<file path="config.mk">
export PLATFORM = sky130hd
export DESIGN_NAME = vsf_ctrl
export DESIGN_NICKNAME = d
export VERILOG_FILES = /design/src/vsf_pkg.sv /design/src/vsf_sync.sv /design/src/vsf_slew_div.sv /design/src/vsf_ctrl.sv
export SDC_FILE = /design/constraint.sdc
export NUM_CORES = 1
export LEC_CHECK = 0
export ABC_AREA = 1
export BUFFER_PORTS_ARGS = -buffer_cell sky130_fd_sc_hd__buf_4
export CAP_MARGIN = 20
export CORE_MARGIN = 3
export CORE_UTILIZATION = 35
export DETAILED_ROUTE_END_ITERATION = 10
export HOLD_SLACK_MARGIN = 0.15
export SETUP_SLACK_MARGIN = 0.1
export SLEW_MARGIN = 25
export SYNTH_ARGS = -nofsm -noshare
export SYNTH_HDL_FRONTEND = slang
export SYNTH_SLANG_ARGS = --single-unit
</file>
<file path="constraint.sdc">
create_clock -name SYS_CLK -period 4.7 [get_ports SYS_CLK]
set_clock_uncertainty 0.1 [all_clocks]
set_input_delay 0.235 -clock SYS_CLK [delete_from_list [all_inputs] [get_ports SYS_CLK]]
set_output_delay 0.235 -clock SYS_CLK [all_outputs]
set_load 0.03 [all_outputs]
</file>
<file path="src/vsf_pkg.sv">
// Constants, types and functions shared by the slew and fault control block.
// Function
// - Suspend select high takes target from the two suspend code inputs.
// - Sample impedance code on source rise, power-up, or suspend fall; 4us.
// - A starting transition blanks power good so it cannot go low.
// - Power good returns after DAC reaches target plus one slew period.
// - DAC moves toward target by 25mV per slew period after a delay.
// - Delay before the first step lies between one and two slew periods.
// - Slew period per step is settable from about 2.6us to 26us.
// - Overvoltage indication sets the fault latch and shuts the converter down.
// - After overvoltage low-side drive stays high until control toggles or supply cycles.
// - Low-side drive is also high during supply lockout and in shutdown.
// - Overvoltage defeat input high or no-fault mode disables overvoltage protection.
// - Undervoltage below 70% latches PWM off until supply cycles or control toggles.
// - Undervoltage is ignored for the first 256 slew clocks after startup.
// - No-fault mode disables undervoltage protection.
// - Control at ground gives shutdown with low-side drive high.
// - Control open gives forced fixed-frequency PWM at every load.
// - Control at supply gives automatic PWM and pulse-skipping switchover.
// - A set fault latch holds fault mode until supply cycles or control low.
// - Control forced to 12V to 15V enters no-fault test mode.
// - No-fault mode disables protections, clears fault latch, runs as auto-skip.
package vsf_pkg;

    // ==========================================================
    // Timing
    localparam int CLK_MHZ      = 40;
    localparam int SLEW_MIN_NS  = 2600;
    localparam int SLEW_MAX_NS  = 26000;
    localparam int SAMPLE_NS    = 4000;
    localparam int SLEW_MIN_CYC = (SLEW_MIN_NS * CLK_MHZ + 999) / 1000;
    localparam int SLEW_MAX_CYC = (SLEW_MAX_NS * CLK_MHZ) / 1000;
    localparam int SAMPLE_CYC   = (SAMPLE_NS * CLK_MHZ) / 1000;
    localparam int PER_W        = 11;
    localparam logic [PER_W-1:0] SLEW_MIN = PER_W'(SLEW_MIN_CYC);
    localparam logic [PER_W-1:0] SLEW_MAX = PER_W'(SLEW_MAX_CYC);
    localparam logic [PER_W-1:0] SLEW_RESET = PER_W'(SLEW_MAX_CYC / 2);
    localparam logic [7:0] SAMPLE_LAST = 8'(SAMPLE_CYC - 1);
    localparam logic [8:0] UV_BLANK_TICKS = 9'h100;

    // ==========================================================
    // Register map
    localparam logic [7:0] ADDR_CTRL   = 8'h00;
    localparam logic [7:0] ADDR_STATUS = 8'h04;

    // ==========================================================
    // Levels of the four-level control, DAC scale
    localparam logic [1:0] SKIP_GND  = 2'h0;
    localparam logic [1:0] SKIP_OPEN = 2'h1;
    localparam logic [1:0] SKIP_VCC  = 2'h2;
    localparam logic [1:0] SKIP_HV   = 2'h3;
    localparam logic [5:0] LEVEL_RESET = 6'h00;
    localparam logic [5:0] LEVEL_FINE  = 6'h0f;
    localparam logic [5:0] LEVEL_KNEE  = 6'h10;
    localparam int SYNC_W = 24;

    typedef enum logic [3:0] {
        SL_IDLE   = 4'b0001,
        SL_WAIT   = 4'b0010,
        SL_STEP   = 4'b0100,
        SL_SETTLE = 4'b1000
    } vsf_slew_type;

    // Converts a five-bit voltage code to DAC level in 25mV units from 0.6V.
    // Codes above the knee move in 50mV strides, so they take two levels.
    function automatic logic [5:0] vsf_code_level(input logic [4:0] code);
        if (code[4]) begin
            vsf_code_level = LEVEL_FINE - {2'h0, code[3:0]};
        end else begin
            vsf_code_level = LEVEL_KNEE + {1'b0, LEVEL_FINE[3:0] - code[3:0], 1'b0};
        end
    endfunction

endpackage

</file>
<file path="src/vsf_sync.sv">
// Two-flop synchroniser for a bundle of asynchronous level inputs.
`timescale 1ns/1ps
module vsf_sync #(
    parameter int W = 1
) (
    input  wire logic         clk,   // System clock.
    input  wire logic         rst_n, // Asynchronous reset, active low.
    input  wire logic [W-1:0] d,     // Asynchronous levels.
    output logic      [W-1:0] q      // Synchronised levels.
);
    logic [W-1:0] meta;

    always_ff @(posedge clk or negedge rst_n) begin
        if (!rst_n) begin
            meta <= '0;
            q    <= '0;
        end else begin
            meta <= d;
            q    <= meta;
        end
    end
endmodule

</file>
<file path="src/vsf_slew_div.sv">
// Divider that makes the one-cycle slew-rate clock enable.
`timescale 1ns/1ps
module vsf_slew_div
    import vsf_pkg::*;
(
    input  wire logic             clk,    // System clock.
    input  wire logic             rst_n,  // Asynchronous reset, active low.
    input  wire logic [PER_W-1:0] period, // Cycles per slew period.
    output logic                  tick    // One-cycle slew enable.
);
    logic [PER_W-1:0] count;

    always_ff @(posedge clk or negedge rst_n) begin
        if (!rst_n) begin
            count <= '0;
            tick  <= 1'b0;
        end else if (count >= period - PER_W'(1)) begin
            count <= '0;
            tick  <= 1'b1;
        end else begin
            count <= count + PER_W'(1);
            tick  <= 1'b0;
        end
    end
endmodule

</file>
<file path="src/vsf_ctrl.sv">
// Top of the slew, power-good and fault supervision logic with APB access.
`timescale 1ns/1ps
module vsf_ctrl (
    input  wire logic        SYS_CLK,            // 40 MHz system clock.
    input  wire logic        RESET_N,            // Async reset, active low.
    input  wire logic        PSEL,               // APB select.
    input  wire logic        PENABLE,            // APB access phase.
    input  wire logic        PWRITE,             // APB direction.
    input  wire logic [7:0]  PADDR,              // APB byte address.
    input  wire logic [31:0] PWDATA,             // APB write data.
    output logic      [31:0] PRDATA,             // APB read data.
    output logic             PREADY,             // APB ready.
    output logic             PSLVERR,            // APB error, unmapped.
    input  wire logic        CODE_SOURCE_SELECT, // Logic or impedance code.
    input  wire logic        SUSPEND_SELECT,     // Suspend code select.
    input  wire logic [4:0]  VID_CODE_INPUTS,    // Logic-level code pins.
    input  wire logic [4:0]  VID_IMPEDANCE_HIGH, // Impedance test results.
    input  wire logic [3:0]  SUSPEND_CODE_INPUTS,// Two four-level pins.
    input  wire logic [1:0]  SKIP_SHUTDOWN_LEVEL,// Control pin level.
    input  wire logic        SUPPLY_UVLO,        // Supply lockout active.
    input  wire logic        OVERVOLTAGE_DETECT, // Output above 2V.
    input  wire logic        UNDERVOLTAGE_DETECT,// Output below 70%.
    input  wire logic        THERMAL_DETECT,     // Thermal shutdown trip.
    input  wire logic        OVERVOLTAGE_DEFEAT_INPUT, // Defeat, high.
    input  wire logic        POWER_GOOD_SENSE,   // Power-good comparator.
    output logic      [5:0]  DAC_LEVEL,          // DAC level, 25mV units.
    output logic             POWER_GOOD_OUTPUT,  // Blanked power good.
    output logic             IMPEDANCE_PROBE,    // Impedance test active.
    output logic             LOW_SIDE_GATE_DRIVE_HIGH, // Force DL high.
    output logic             PWM_ENABLE,         // Converter switching.
    output logic             SKIP_ENABLE,        // Pulse skipping allowed.
    output logic             SHUTDOWN            // Low-power shutdown.
);
    import vsf_pkg::*;

    // ==========================================================
    // Input synchronisation
    logic [SYNC_W-1:0] sync_q;
    logic        src_sel;
    logic        sus_sel;
    logic [4:0]  vid_code;
    logic [4:0]  imp_high;
    logic [3:0]  sus_code;
    logic [1:0]  skip_level;
    logic        uvlo;
    logic        ov_det;
    logic        uv_det;
    logic        th_det;
    logic        ov_defeat;
    logic        pg_sense;

    vsf_sync #(.W(SYNC_W)) u_sync (
        .clk   (SYS_CLK),
        .rst_n (RESET_N),
        .d     ({CODE_SOURCE_SELECT, SUSPEND_SELECT, VID_CODE_INPUTS,
                 VID_IMPEDANCE_HIGH, SUSPEND_CODE_INPUTS,
                 SKIP_SHUTDOWN_LEVEL, SUPPLY_UVLO, OVERVOLTAGE_DETECT,
                 UNDERVOLTAGE_DETECT, THERMAL_DETECT,
                 OVERVOLTAGE_DEFEAT_INPUT, POWER_GOOD_SENSE}),
        .q     (sync_q)
    );

    assign {src_sel, sus_sel, vid_code, imp_high, sus_code, skip_level,
            uvlo, ov_det, uv_det, th_det, ov_defeat, pg_sense} = sync_q;

    // ==========================================================
    // Slew-rate clock
    logic [PER_W-1:0] slew_period;
    logic             tick;

    vsf_slew_div u_div (
        .clk    (SYS_CLK),
        .rst_n  (RESET_N),
        .period (slew_period),
        .tick   (tick)
    );

    // ==========================================================
    // Mode decode
    logic mode_sdn;
    logic mode_pwm;
    logic mode_skip;
    logic mode_nofault;

    assign mode_sdn     = (skip_level == SKIP_GND);
    assign mode_pwm     = (skip_level == SKIP_OPEN);
    assign mode_skip    = (skip_level == SKIP_VCC);
    assign mode_nofault = (skip_level == SKIP_HV);

    // ==========================================================
    // Impedance code sampling
    logic       src_sel_d;
    logic       sus_sel_d;
    logic       first;
    logic       sampling;
    logic [7:0] sample_cnt;
    logic [4:0] imp_code;
    logic       sample_start;

    // The synchroniser output is zero after reset, so a source select that was
    // already high at power-up is caught as a rise.
    assign sample_start = !sampling &&
        ((src_sel && !src_sel_d) ||
         (first && src_sel) ||
         (src_sel && sus_sel_d && !sus_sel));

    always_ff @(posedge SYS_CLK or negedge RESET_N) begin
        if (!RESET_N) begin
            src_sel_d <= 1'b0;
            sus_sel_d <= 1'b0;
            first     <= 1'b1;
        end else begin
            src_sel_d <= src_sel;
            sus_sel_d <= sus_sel;
            if (src_sel_d == src_sel) begin
                first <= 1'b0;
            end
        end
    end

    always_ff @(posedge SYS_CLK or negedge RESET_N) begin
        if (!RESET_N) begin
            sampling   <= 1'b0;
            sample_cnt <= '0;
            imp_code   <= '0;
        end else if (sample_start) begin
            sampling   <= 1'b1;
            sample_cnt <= '0;
        end else if (sampling) begin
            if (sample_cnt == SAMPLE_LAST) begin
                sampling <= 1'b0;
                imp_code <= imp_high;
            end else begin
                sample_cnt <= sample_cnt + 8'h01;
            end
        end
    end

    // ==========================================================
    // Target selection
    logic [5:0] target;

    always_comb begin
        if (sus_sel) begin
            target = LEVEL_FINE - {2'h0, sus_code};
        end else if (src_sel) begin
            target = vsf_code_level(imp_code);
        end else begin
            target = vsf_code_level(vid_code);
        end
    end

    // ==========================================================
    // Slew state machine
    vsf_slew_type state;
    logic [5:0]   dac;
    logic [5:0]   next_dac;

    always_comb begin
        if (dac < target) begin
            next_dac = dac + 6'h01;
        end else if (dac > target) begin
            next_dac = dac - 6'h01;
        end else begin
            next_dac = dac;
        end
    end

    // Stepping starts on the second tick after a change is seen, so the
    // wait before the first step is at most two slew periods.
    always_ff @(posedge SYS_CLK or negedge RESET_N) begin
        if (!RESET_N) begin
            state <= SL_IDLE;
            dac   <= LEVEL_RESET;
        end else begin
            case (state)
                SL_IDLE: begin
                    if (target != dac) begin
                        state <= SL_WAIT;
                    end
                end
                SL_WAIT: begin
                    if (tick) begin
                        state <= SL_STEP;
                    end
                end
                SL_STEP: begin
                    if (tick) begin
                        dac <= next_dac;
                        if (next_dac == target) begin
                            state <= SL_SETTLE;
                        end
                    end
                end
                SL_SETTLE: begin
                    if (target != dac) begin
                        state <= SL_STEP;
                    end else if (tick) begin
                        state <= SL_IDLE;
                    end
                end
                default: begin
                    state <= SL_IDLE;
                end
            endcase
        end
    end

    // ==========================================================
    // Fault latches and startup blanking
    logic       fault_ov;
    logic       fault_uv;
    logic       fault_th;
    logic       fault;
    logic [8:0] uv_blank_cnt;
    logic       uv_armed;

    assign fault    = fault_ov || fault_uv || fault_th;
    assign uv_armed = (uv_blank_cnt == UV_BLANK_TICKS);

    // Shutdown restarts the count, so every exit from it is a new startup.
    always_ff @(posedge SYS_CLK or negedge RESET_N) begin
        if (!RESET_N) begin
            uv_blank_cnt <= '0;
        end else if (mode_sdn || uvlo) begin
            uv_blank_cnt <= '0;
        end else if (tick && !uv_armed) begin
            uv_blank_cnt <= uv_blank_cnt + 9'h001;
        end
    end

    // Shutdown and no-fault clear the latches and win over a new trip.
    always_ff @(posedge SYS_CLK or negedge RESET_N) begin
        if (!RESET_N) begin
            fault_ov <= 1'b0;
        end else if (mode_sdn || mode_nofault) begin
            fault_ov <= 1'b0;
        end else if (ov_det && !ov_defeat) begin
            fault_ov <= 1'b1;
        end
    end

    always_ff @(posedge SYS_CLK or negedge RESET_N) begin
        if (!RESET_N) begin
            fault_uv <= 1'b0;
        end else if (mode_sdn || mode_nofault) begin
            fault_uv <= 1'b0;
        end else if (uv_det && uv_armed) begin
            fault_uv <= 1'b1;
        end
    end

    always_ff @(posedge SYS_CLK or negedge RESET_N) begin
        if (!RESET_N) begin
            fault_th <= 1'b0;
        end else if (mode_sdn || mode_nofault) begin
            fault_th <= 1'b0;
        end else if (th_det) begin
            fault_th <= 1'b1;
        end
    end

    // ==========================================================
    // Registered outputs
    always_ff @(posedge SYS_CLK or negedge RESET_N) begin
        if (!RESET_N) begin
            DAC_LEVEL                <= LEVEL_RESET;
            POWER_GOOD_OUTPUT        <= 1'b1;
            IMPEDANCE_PROBE          <= 1'b0;
            LOW_SIDE_GATE_DRIVE_HIGH <= 1'b1;
            PWM_ENABLE               <= 1'b0;
            SKIP_ENABLE              <= 1'b0;
            SHUTDOWN                 <= 1'b1;
        end else begin
            DAC_LEVEL       <= dac;
            IMPEDANCE_PROBE <= sampling;
            // Blanking holds the output high; it can only fall when idle.
            if (state != SL_IDLE || target != dac) begin
                POWER_GOOD_OUTPUT <= 1'b1;
            end else begin
                POWER_GOOD_OUTPUT <= pg_sense;
            end
            LOW_SIDE_GATE_DRIVE_HIGH <= mode_sdn || uvlo || fault;
            PWM_ENABLE  <= !mode_sdn && !uvlo && !fault;
            SKIP_ENABLE <= mode_skip || mode_nofault;
            SHUTDOWN    <= mode_sdn;
        end
    end

    // ==========================================================
    // APB slave: one wait state on every access
    logic access;
    logic mapped;
    logic [PER_W-1:0] wr_period;

    assign access = PSEL && PENABLE;
    assign mapped = (PADDR == ADDR_CTRL) || (PADDR == ADDR_STATUS);

    always_comb begin
        if (PWDATA[PER_W-1:0] < SLEW_MIN) begin
            wr_period = SLEW_MIN;
        end else if (PWDATA[PER_W-1:0] > SLEW_MAX) begin
            wr_period = SLEW_MAX;
        end else begin
            wr_period = PWDATA[PER_W-1:0];
        end
    end

    always_ff @(posedge SYS_CLK or negedge RESET_N) begin
        if (!RESET_N) begin
            PREADY  <= 1'b0;
            PSLVERR <= 1'b0;
            PRDATA  <= '0;
        end else if (access && !PREADY) begin
            PREADY  <= 1'b1;
            PSLVERR <= !mapped;
            if (PWRITE || !mapped) begin
                PRDATA <= '0;
            end else if (PADDR == ADDR_CTRL) begin
                PRDATA <= {21'h0, slew_period};
            end else begin
                PRDATA <= {10'h0, sampling, uv_armed, mode_nofault,
                           mode_skip, mode_pwm, mode_sdn, fault_th,
                           fault_uv, fault_ov, state != SL_IDLE,
                           target, dac};
            end
        end else begin
            PREADY  <= 1'b0;
            PSLVERR <= 1'b0;
        end
    end

    always_ff @(posedge SYS_CLK or negedge RESET_N) begin
        if (!RESET_N) begin
            slew_period <= SLEW_RESET;
        end else if (access && PREADY && PWRITE && PADDR == ADDR_CTRL) begin
            slew_period <= wr_period;
        end
    end

endmodule

</file>
==> metrics.txt, run 1 <==
worst-skew pair later-pin latency=420 ps; R2R cell count=15; Main synth FF type=dfrtp_1; Final Cycle Share=0.6971; Worst-path clk slew=60 ps; sequential element share of the synthesized area=0.5474; Starting DRT DRC Count=254; largest net degree at the start of global routing=114; clock group share of total power=0.418; Yosys cell types=40; Required @ worst endpoint=4880 ps; reg-to-reg critical path startpoint=slew_period[0]$_DFFE_PN0P_; worst hold path endpoint=u_sync.q[13]$_DFF_PN0_; Synthesis Warnings=0; Worst path slowest cell=nand3b_1; Antenna diodes=0; critical path class=reg -> reg; # H-tree levels=4; Pins Over Slew Limit=0; initial antenna violation count=0; Tmin final=3276 ps; final std cells w/o fill=1113; Wirelength per Cell=12.88 microns; status=finished clean; Top cell by count, worst path=nand2_1; Leak Pwr=4.306 nW; unrepaired setup endpoints after global routing=false; Layout fillers=1776; Row Count=49; Syn Area/Cell=9.078 sq um; Routed Wire Length=14330 microns; via count=5070; Hold Path Depth=0; core area=18390 sq um; Tightest Pin Transition=851.7 ps; Tot GR Track Use=0.1467; register share of total power=0.440; hpwl dp=10460 microns; most common cell after layout, fill and taps aside=nand2_1; cts hold-fix bufs=41; headroom to the max-slew limit=0.4322; switching portion of total power=0.2796; die height=144.3 microns; type of the most critical hold path=reg -> reg; first-pass GRT wire length=24010 microns; Port-buffer cells=83; Setup-failing EPs final=0; sw power=0.9128 mW; drt pass-1 iters=4; # IOs=115; Via density=4.555; Synth Instances=737; CP max FO=12; Initial Util=0.3637; root buffer cell=clkbuf_16; cell area after synthesis=6690 sq um; Top delay family on crit path=simple AND/OR/NAND/NOR gates; Die ar.=20810 sq um; number of synthesized flops with an enable pin=0; share of cells above drive strength 1=0.1708; nets=969; max_cap viols=0; Die W=144.3 microns; worst path cell trace=inv_1 > ha_1 > nand2_1 > nor3_1 > nor3b_1 > nand2_1 > nor2_1 > xnor2_1 > ha_1 > nand2_1 > inv_1 > nand4_1 > o41ai_1 > nand3b_1 > nor3_1; buffer count from post-CTS setup fixing=0; setup slack, reg-to-reg=1420 ps; final RePlAce weighted congestion=0.8577; vias in the first global route=4942; CTS max path bufs=2; Hold Violations, Final=0; # clock sinks=146; CTS Buf Count=17; startpoint types=register; FF+latch count, synth=146; Worst Path Buf+Inv=2; Worst path max stage delay=460 ps; setup_tns=0 ps; ys async rst share=1.000; most frequent cells in the layout=nand2_1, dfrtp_1, inv_1, buf_4, o21ai_0; PD cells=381.5 nW/um^2; Critical Path AT=3460 ps; Fmax=305.2 MHz; Antenna Nets Post-Route=0; Area Growth Syn to Fin=27.90%; global route overflow=0; Gate power share=0.142; VDD IR-drop max=0.2442 mV; P_int=2.352 mW; Hold Startpoint=u_sync.meta[13]$_DFF_PN0_; r2r endpoint=u_div.count[8]$_DFF_PN0_; drt drc=0; CTS tree=built; Post-CTS Resized=0; CP Capture Type=register; dpl cells=1040
==> cell type report <==
class,count,area (sq um),share of cell area
inverters,113,424.2,0.04957
repair buffers,126,1055,0.1233
multi-input cells,467,2529,0.2955
well taps,229,286.5,0.03348
clock buffers,18,429.2,0.05015
flip-flops and latches,146,3662,0.4280
clock inverters,14,171.4,0.02003
==> routing by layer <==
metal  up-vias  wire length, microns  global-route usage
met1      2344                  6963              0.2013
met2        89                  6688              0.2286
li1       2633                     -                   -
met4         0                   114             0.03976
met5         -                     0                   0
met3         4                   565             0.04299
==> power by group through the flow <==
stage	Clock [mW]	Sequential [mW]	Combinational (mW)
after floorplan	0	1.45	0.310
after global placement	0	1.45	0.433
after detailed placement	0	1.46	0.441
after CTS	1.40	1.44	0.468
after global routing	1.46	1.45	0.545
final	1.37	1.44	0.462
==> synthesized netlist by cell type, drive strengths merged (2+ instances only) <==
library cell / instances / area, sq um
and3: 2 / 12.51
ha: 29 / 362.9
nor4: 4 / 25.02
nor3b: 2 / 15.01
inv: 113 / 424.2
dfrtp: 139 / 3478
clkbuf: 8 / 30.03
o21ai: 59 / 295.3
o31ai: 5 / 37.54
a21oi: 33 / 168.9
xnor2: 5 / 43.79
o211ai: 3 / 22.52
buf: 12 / 85.08
nand4: 11 / 68.82
nor3: 29 / 156.4
nand3: 50 / 310.3
o21a: 2 / 15.01
nor2: 57 / 226.5
dfstp: 7 / 183.9
nand2: 148 / 580.6
or2: 4 / 25.02
xor2: 7 / 61.31
==> flip-flops by register name, summed over array words and instances, names as in the netlist, 4 cells and up <==
name and count:
u_sync.meta 24, u_sync.q 24, PRDATA 22, slew_period 11
u_div.count 11, uv_blank_cnt 9, sample_cnt 8, DAC_LEVEL 6
dac 6, imp_code 5, state 4
==> kinds of logic (layout without fill, tap and decap cells) <==
| kind of cell | Yosys count | count (layout) | synth area share |
|---|---|---|---|
| other | 1 | 10 | 0.0005605 |
| XOR/XNOR | 12 | 12 | 0.01571 |
| flip-flops | 146 | 146 | 0.5474 |
| AND/OR/NAND/NOR | 308 | 308 | 0.2134 |
| multiplexers | 1 | 1 | 0.001496 |
| buffers and inverters | 133 | 271 | 0.08060 |
| adder cells (fa/ha/maj) | 29 | 29 | 0.05424 |
| AO/OA/AOI/OAI | 107 | 107 | 0.08659 |
==> through the flow <==
step	area [sq um]	hold WS, ps	total power, mW	utilization	setup WS (ps)
3_3_place_gp	7543	232.2	1.888	0.4101	1410
2_1_floorplan	6724	-160.6	1.757	-	1945
3_5_place_dp	7543	234.7	1.896	0.4101	1379
4_1_cts	8554	249.3	3.304	0.4651	1346
6_report	8557	245.8	3.264	0.4652	1424
5_1_grt	8557	253.7	3.457	0.4652	1093
==> worst max-delay path by stage <==
stage,start,endpoint,slack (ps),depth (start not counted)
after floorplan,slew_period[0]$_DFFE_PN0P_,u_div.count[8]$_DFF_PN0_,1950,16
after global placement,slew_period[0]$_DFFE_PN0P_,u_div.count[8]$_DFF_PN0_,1410,15
after detailed placement,slew_period[0]$_DFFE_PN0P_,u_div.count[6]$_DFF_PN0_,1380,15
after CTS,slew_period[0]$_DFFE_PN0P_,u_div.count[6]$_DFF_PN0_,1350,15
after global routing,slew_period[0]$_DFFE_PN0P_,u_div.count[4]$_DFF_PN0_,1090,15
final,slew_period[0]$_DFFE_PN0P_,u_div.count[8]$_DFF_PN0_,1420,15
Note: power is estimated with default switching activity, not from simulation.
==> run 2, diff against run 1 <==
clock period = 3 ns   (was 4.7 ns; I/O delays follow)
==> run 2 against run 1 <==
Against the previous run:
- critical path depth up 5
- count of clock-buffer cells in the layout rose by 1
- clock power grew 42%
- via count rose by 4.8%
- die area unchanged
- fmax grew 17%
- global-route usage rose by 0.84 points
- utilization rose by 2.8 points
- largest cell class unchanged
==> metrics.txt, run 2 (synthesis gave the netlist of run 1 again) <==
status=finished clean; nets=1008; drt drc=0; dpl cells=1062; Initial Util=0.3637; share of cells above drive strength 1=0.2440; die height=144.3 microns; most common cell after layout, fill and taps aside=dfrtp_1; unrepaired setup endpoints after global routing=true; Tot GR Track Use=0.1551; first-pass GRT wire length=25300 microns; Gate power share=0.161; final std cells w/o fill=1151; CP Capture Type=register; hold_ws=171.4 ps; Required @ worst endpoint=3210 ps; # clock sinks=146; post-route cell area=9066 sq um; register share of total power=0.451; Die W=144.3 microns; setup_tns=0 ps; via count=5311; switching portion of total power=0.2879; Power, Total=4.997 mW; Pins Over Slew Limit=0; sw power=1.439 mW; CTS Buf Count=17; type of the most critical hold path=in -> reg; Antenna Nets Post-Route=0; Wirelength per Cell=13.37 microns; critical path class=reg -> reg; largest registers=u_sync.meta: 24 flops, u_sync.q: 24 flops, PRDATA: 22 flops; clock group share of total power=0.388; Antenna diodes=0; # IOs=115; largest net degree at the start of global routing=64; Starting DRT DRC Count=257; Critical Path AT=3010 ps; Hold Violations, Final=0; initial antenna violation count=0; Placement Cell Area=7734 sq um; hpwl dp=10830 microns; Via density=4.614; # H-tree levels=4; most frequent cells in the layout=dfrtp_1, nand2_1, buf_4, inv_1, o21ai_0; core area=18390 sq um; Tightest Pin Transition=856.5 ps; Row Count=49; P_int=3.559 mW; Worst-path clk slew=60 ps; vias in the first global route=5241; drt pass-1 iters=4; CTS tree=built; Port-buffer cells=83; max_cap viols=0; Fmax=356.6 MHz; final RePlAce weighted congestion=0.8198; startpoint types=register; PD cells=551.2 nW/um^2; Leak Pwr=4.494 nW; CTS max path bufs=2; worst-skew pair later-pin latency=420 ps; root buffer cell=clkbuf_16; Final Cycle Share=0.9348; VDD IR-drop max=0.3782 mV; Tmin final=2804 ps; CP max FO=7; Die ar.=20810 sq um; global route overflow=0; headroom to the max-slew limit=0.4284; Setup-failing EPs final=0; Routed Wire Length=15390 microns; Area Growth Syn to Fin=35.52%
==> run 2: cell types whose count changed in the layout (fill, tap and decap cells not counted), sizes merged <==
cell and delta:
clkbuf +2, buf +34, dlygate4sd3 +4, clkinvlp +3, bufinv -2, inv -1, clkinv -2
==> run 2: power groups by stage <==
| stage | clock [mW] | sequential [mW] | combinational (mW) |
|---|---|---|---|
| after global routing | 2.10 | 2.27 | 0.932 |
| after global placement | 0 | 2.28 | 0.696 |
| after detailed placement | 0 | 2.28 | 0.712 |
| after CTS | 2.00 | 2.25 | 0.753 |
| final | 1.94 | 2.25 | 0.806 |
| after floorplan | 0 | 2.27 | 0.486 |
==> run 2: area by class of cell <==
class / count / area, sq um
Clock buffer: 19 / 442.9
Clock inverter: 12 / 98.84
Fill cell: 1709 / 9326
Inverter: 113 / 424.2
Multi-Input combinational cell: 467 / 2745
Sequential cell: 146 / 3666
Tap cell: 229 / 286.5
Timing Repair Buffer: 165 / 1403
==> run 2: metal layers <==
| metal | part of all wire | track usage | vias up |
|---|---|---|---|
| met5 | 0 | 0 | - |
| met4 | 0.013 | 0.04860 | 0 |
| met3 | 0.035 | 0.04464 | 12 |
| met2 | 0.47 | 0.2450 | 78 |
| met1 | 0.48 | 0.2076 | 2511 |
| li1 | - | - | 2710 |
==> run 2: worst paths after layout <==
check	slack, ps	to	cells after the start	start
max	200	state[2]$_DFFE_PN0P_	20	imp_code[4]$_DFFE_PN0P_
min	170	PRDATA[17]$_DFFE_PN0P_	5	PWRITE
max reg2reg	200	state[2]$_DFFE_PN0P_	20	imp_code[4]$_DFFE_PN0P_
min reg2reg	240	u_sync.q[5]$_DFF_PN0_	0	u_sync.meta[5]$_DFF_PN0_
max in group asynchronous	1810	slew_period[9]$_DFFE_PN1P_	3	RESET_N
min in group asynchronous	180	u_sync.q[15]$_DFF_PN0_	2	RESET_N
==> run 2: metrics by stage <==
step	utilization	setup slack, ps
global route	0.4929	-39.53
finish	0.4929	195.7
global placement	0.4205	80.88
floorplan	-	245.2
detailed placement	0.4205	44.94
CTS	0.4739	106.8
==> run 2: worst max-delay path, stage by stage, from the launching register on <==
cell	delay, ps
dfrtp_2	450
o211ai_1	210
nand2_1	80
nand2_1	80
o21ai_2	80
ha_1	320
nand2_2	90
buf_6	130
nor3_4	300
buf_4	180
nand2_1	60
nand2_1	80
a21oi_2	60
nand2_1	60
nor2_1	30
nand2_1	80
nor2_2	50
nand3_4	90
nand2_4	60
nand2_2	60
nand2_1	40
==> run 2: timing repair <==
item / 4_1_cts / 5_1_grt
hold endpoints to repair: 153 / 7
endpoints found under the setup margin: 4 / 21
resized for setup: 1 / 57
hold buffers: 44 / 1
gates cloned: 0 / 1
pin swaps: 0 / 29
buffers inserted: 0 / 12
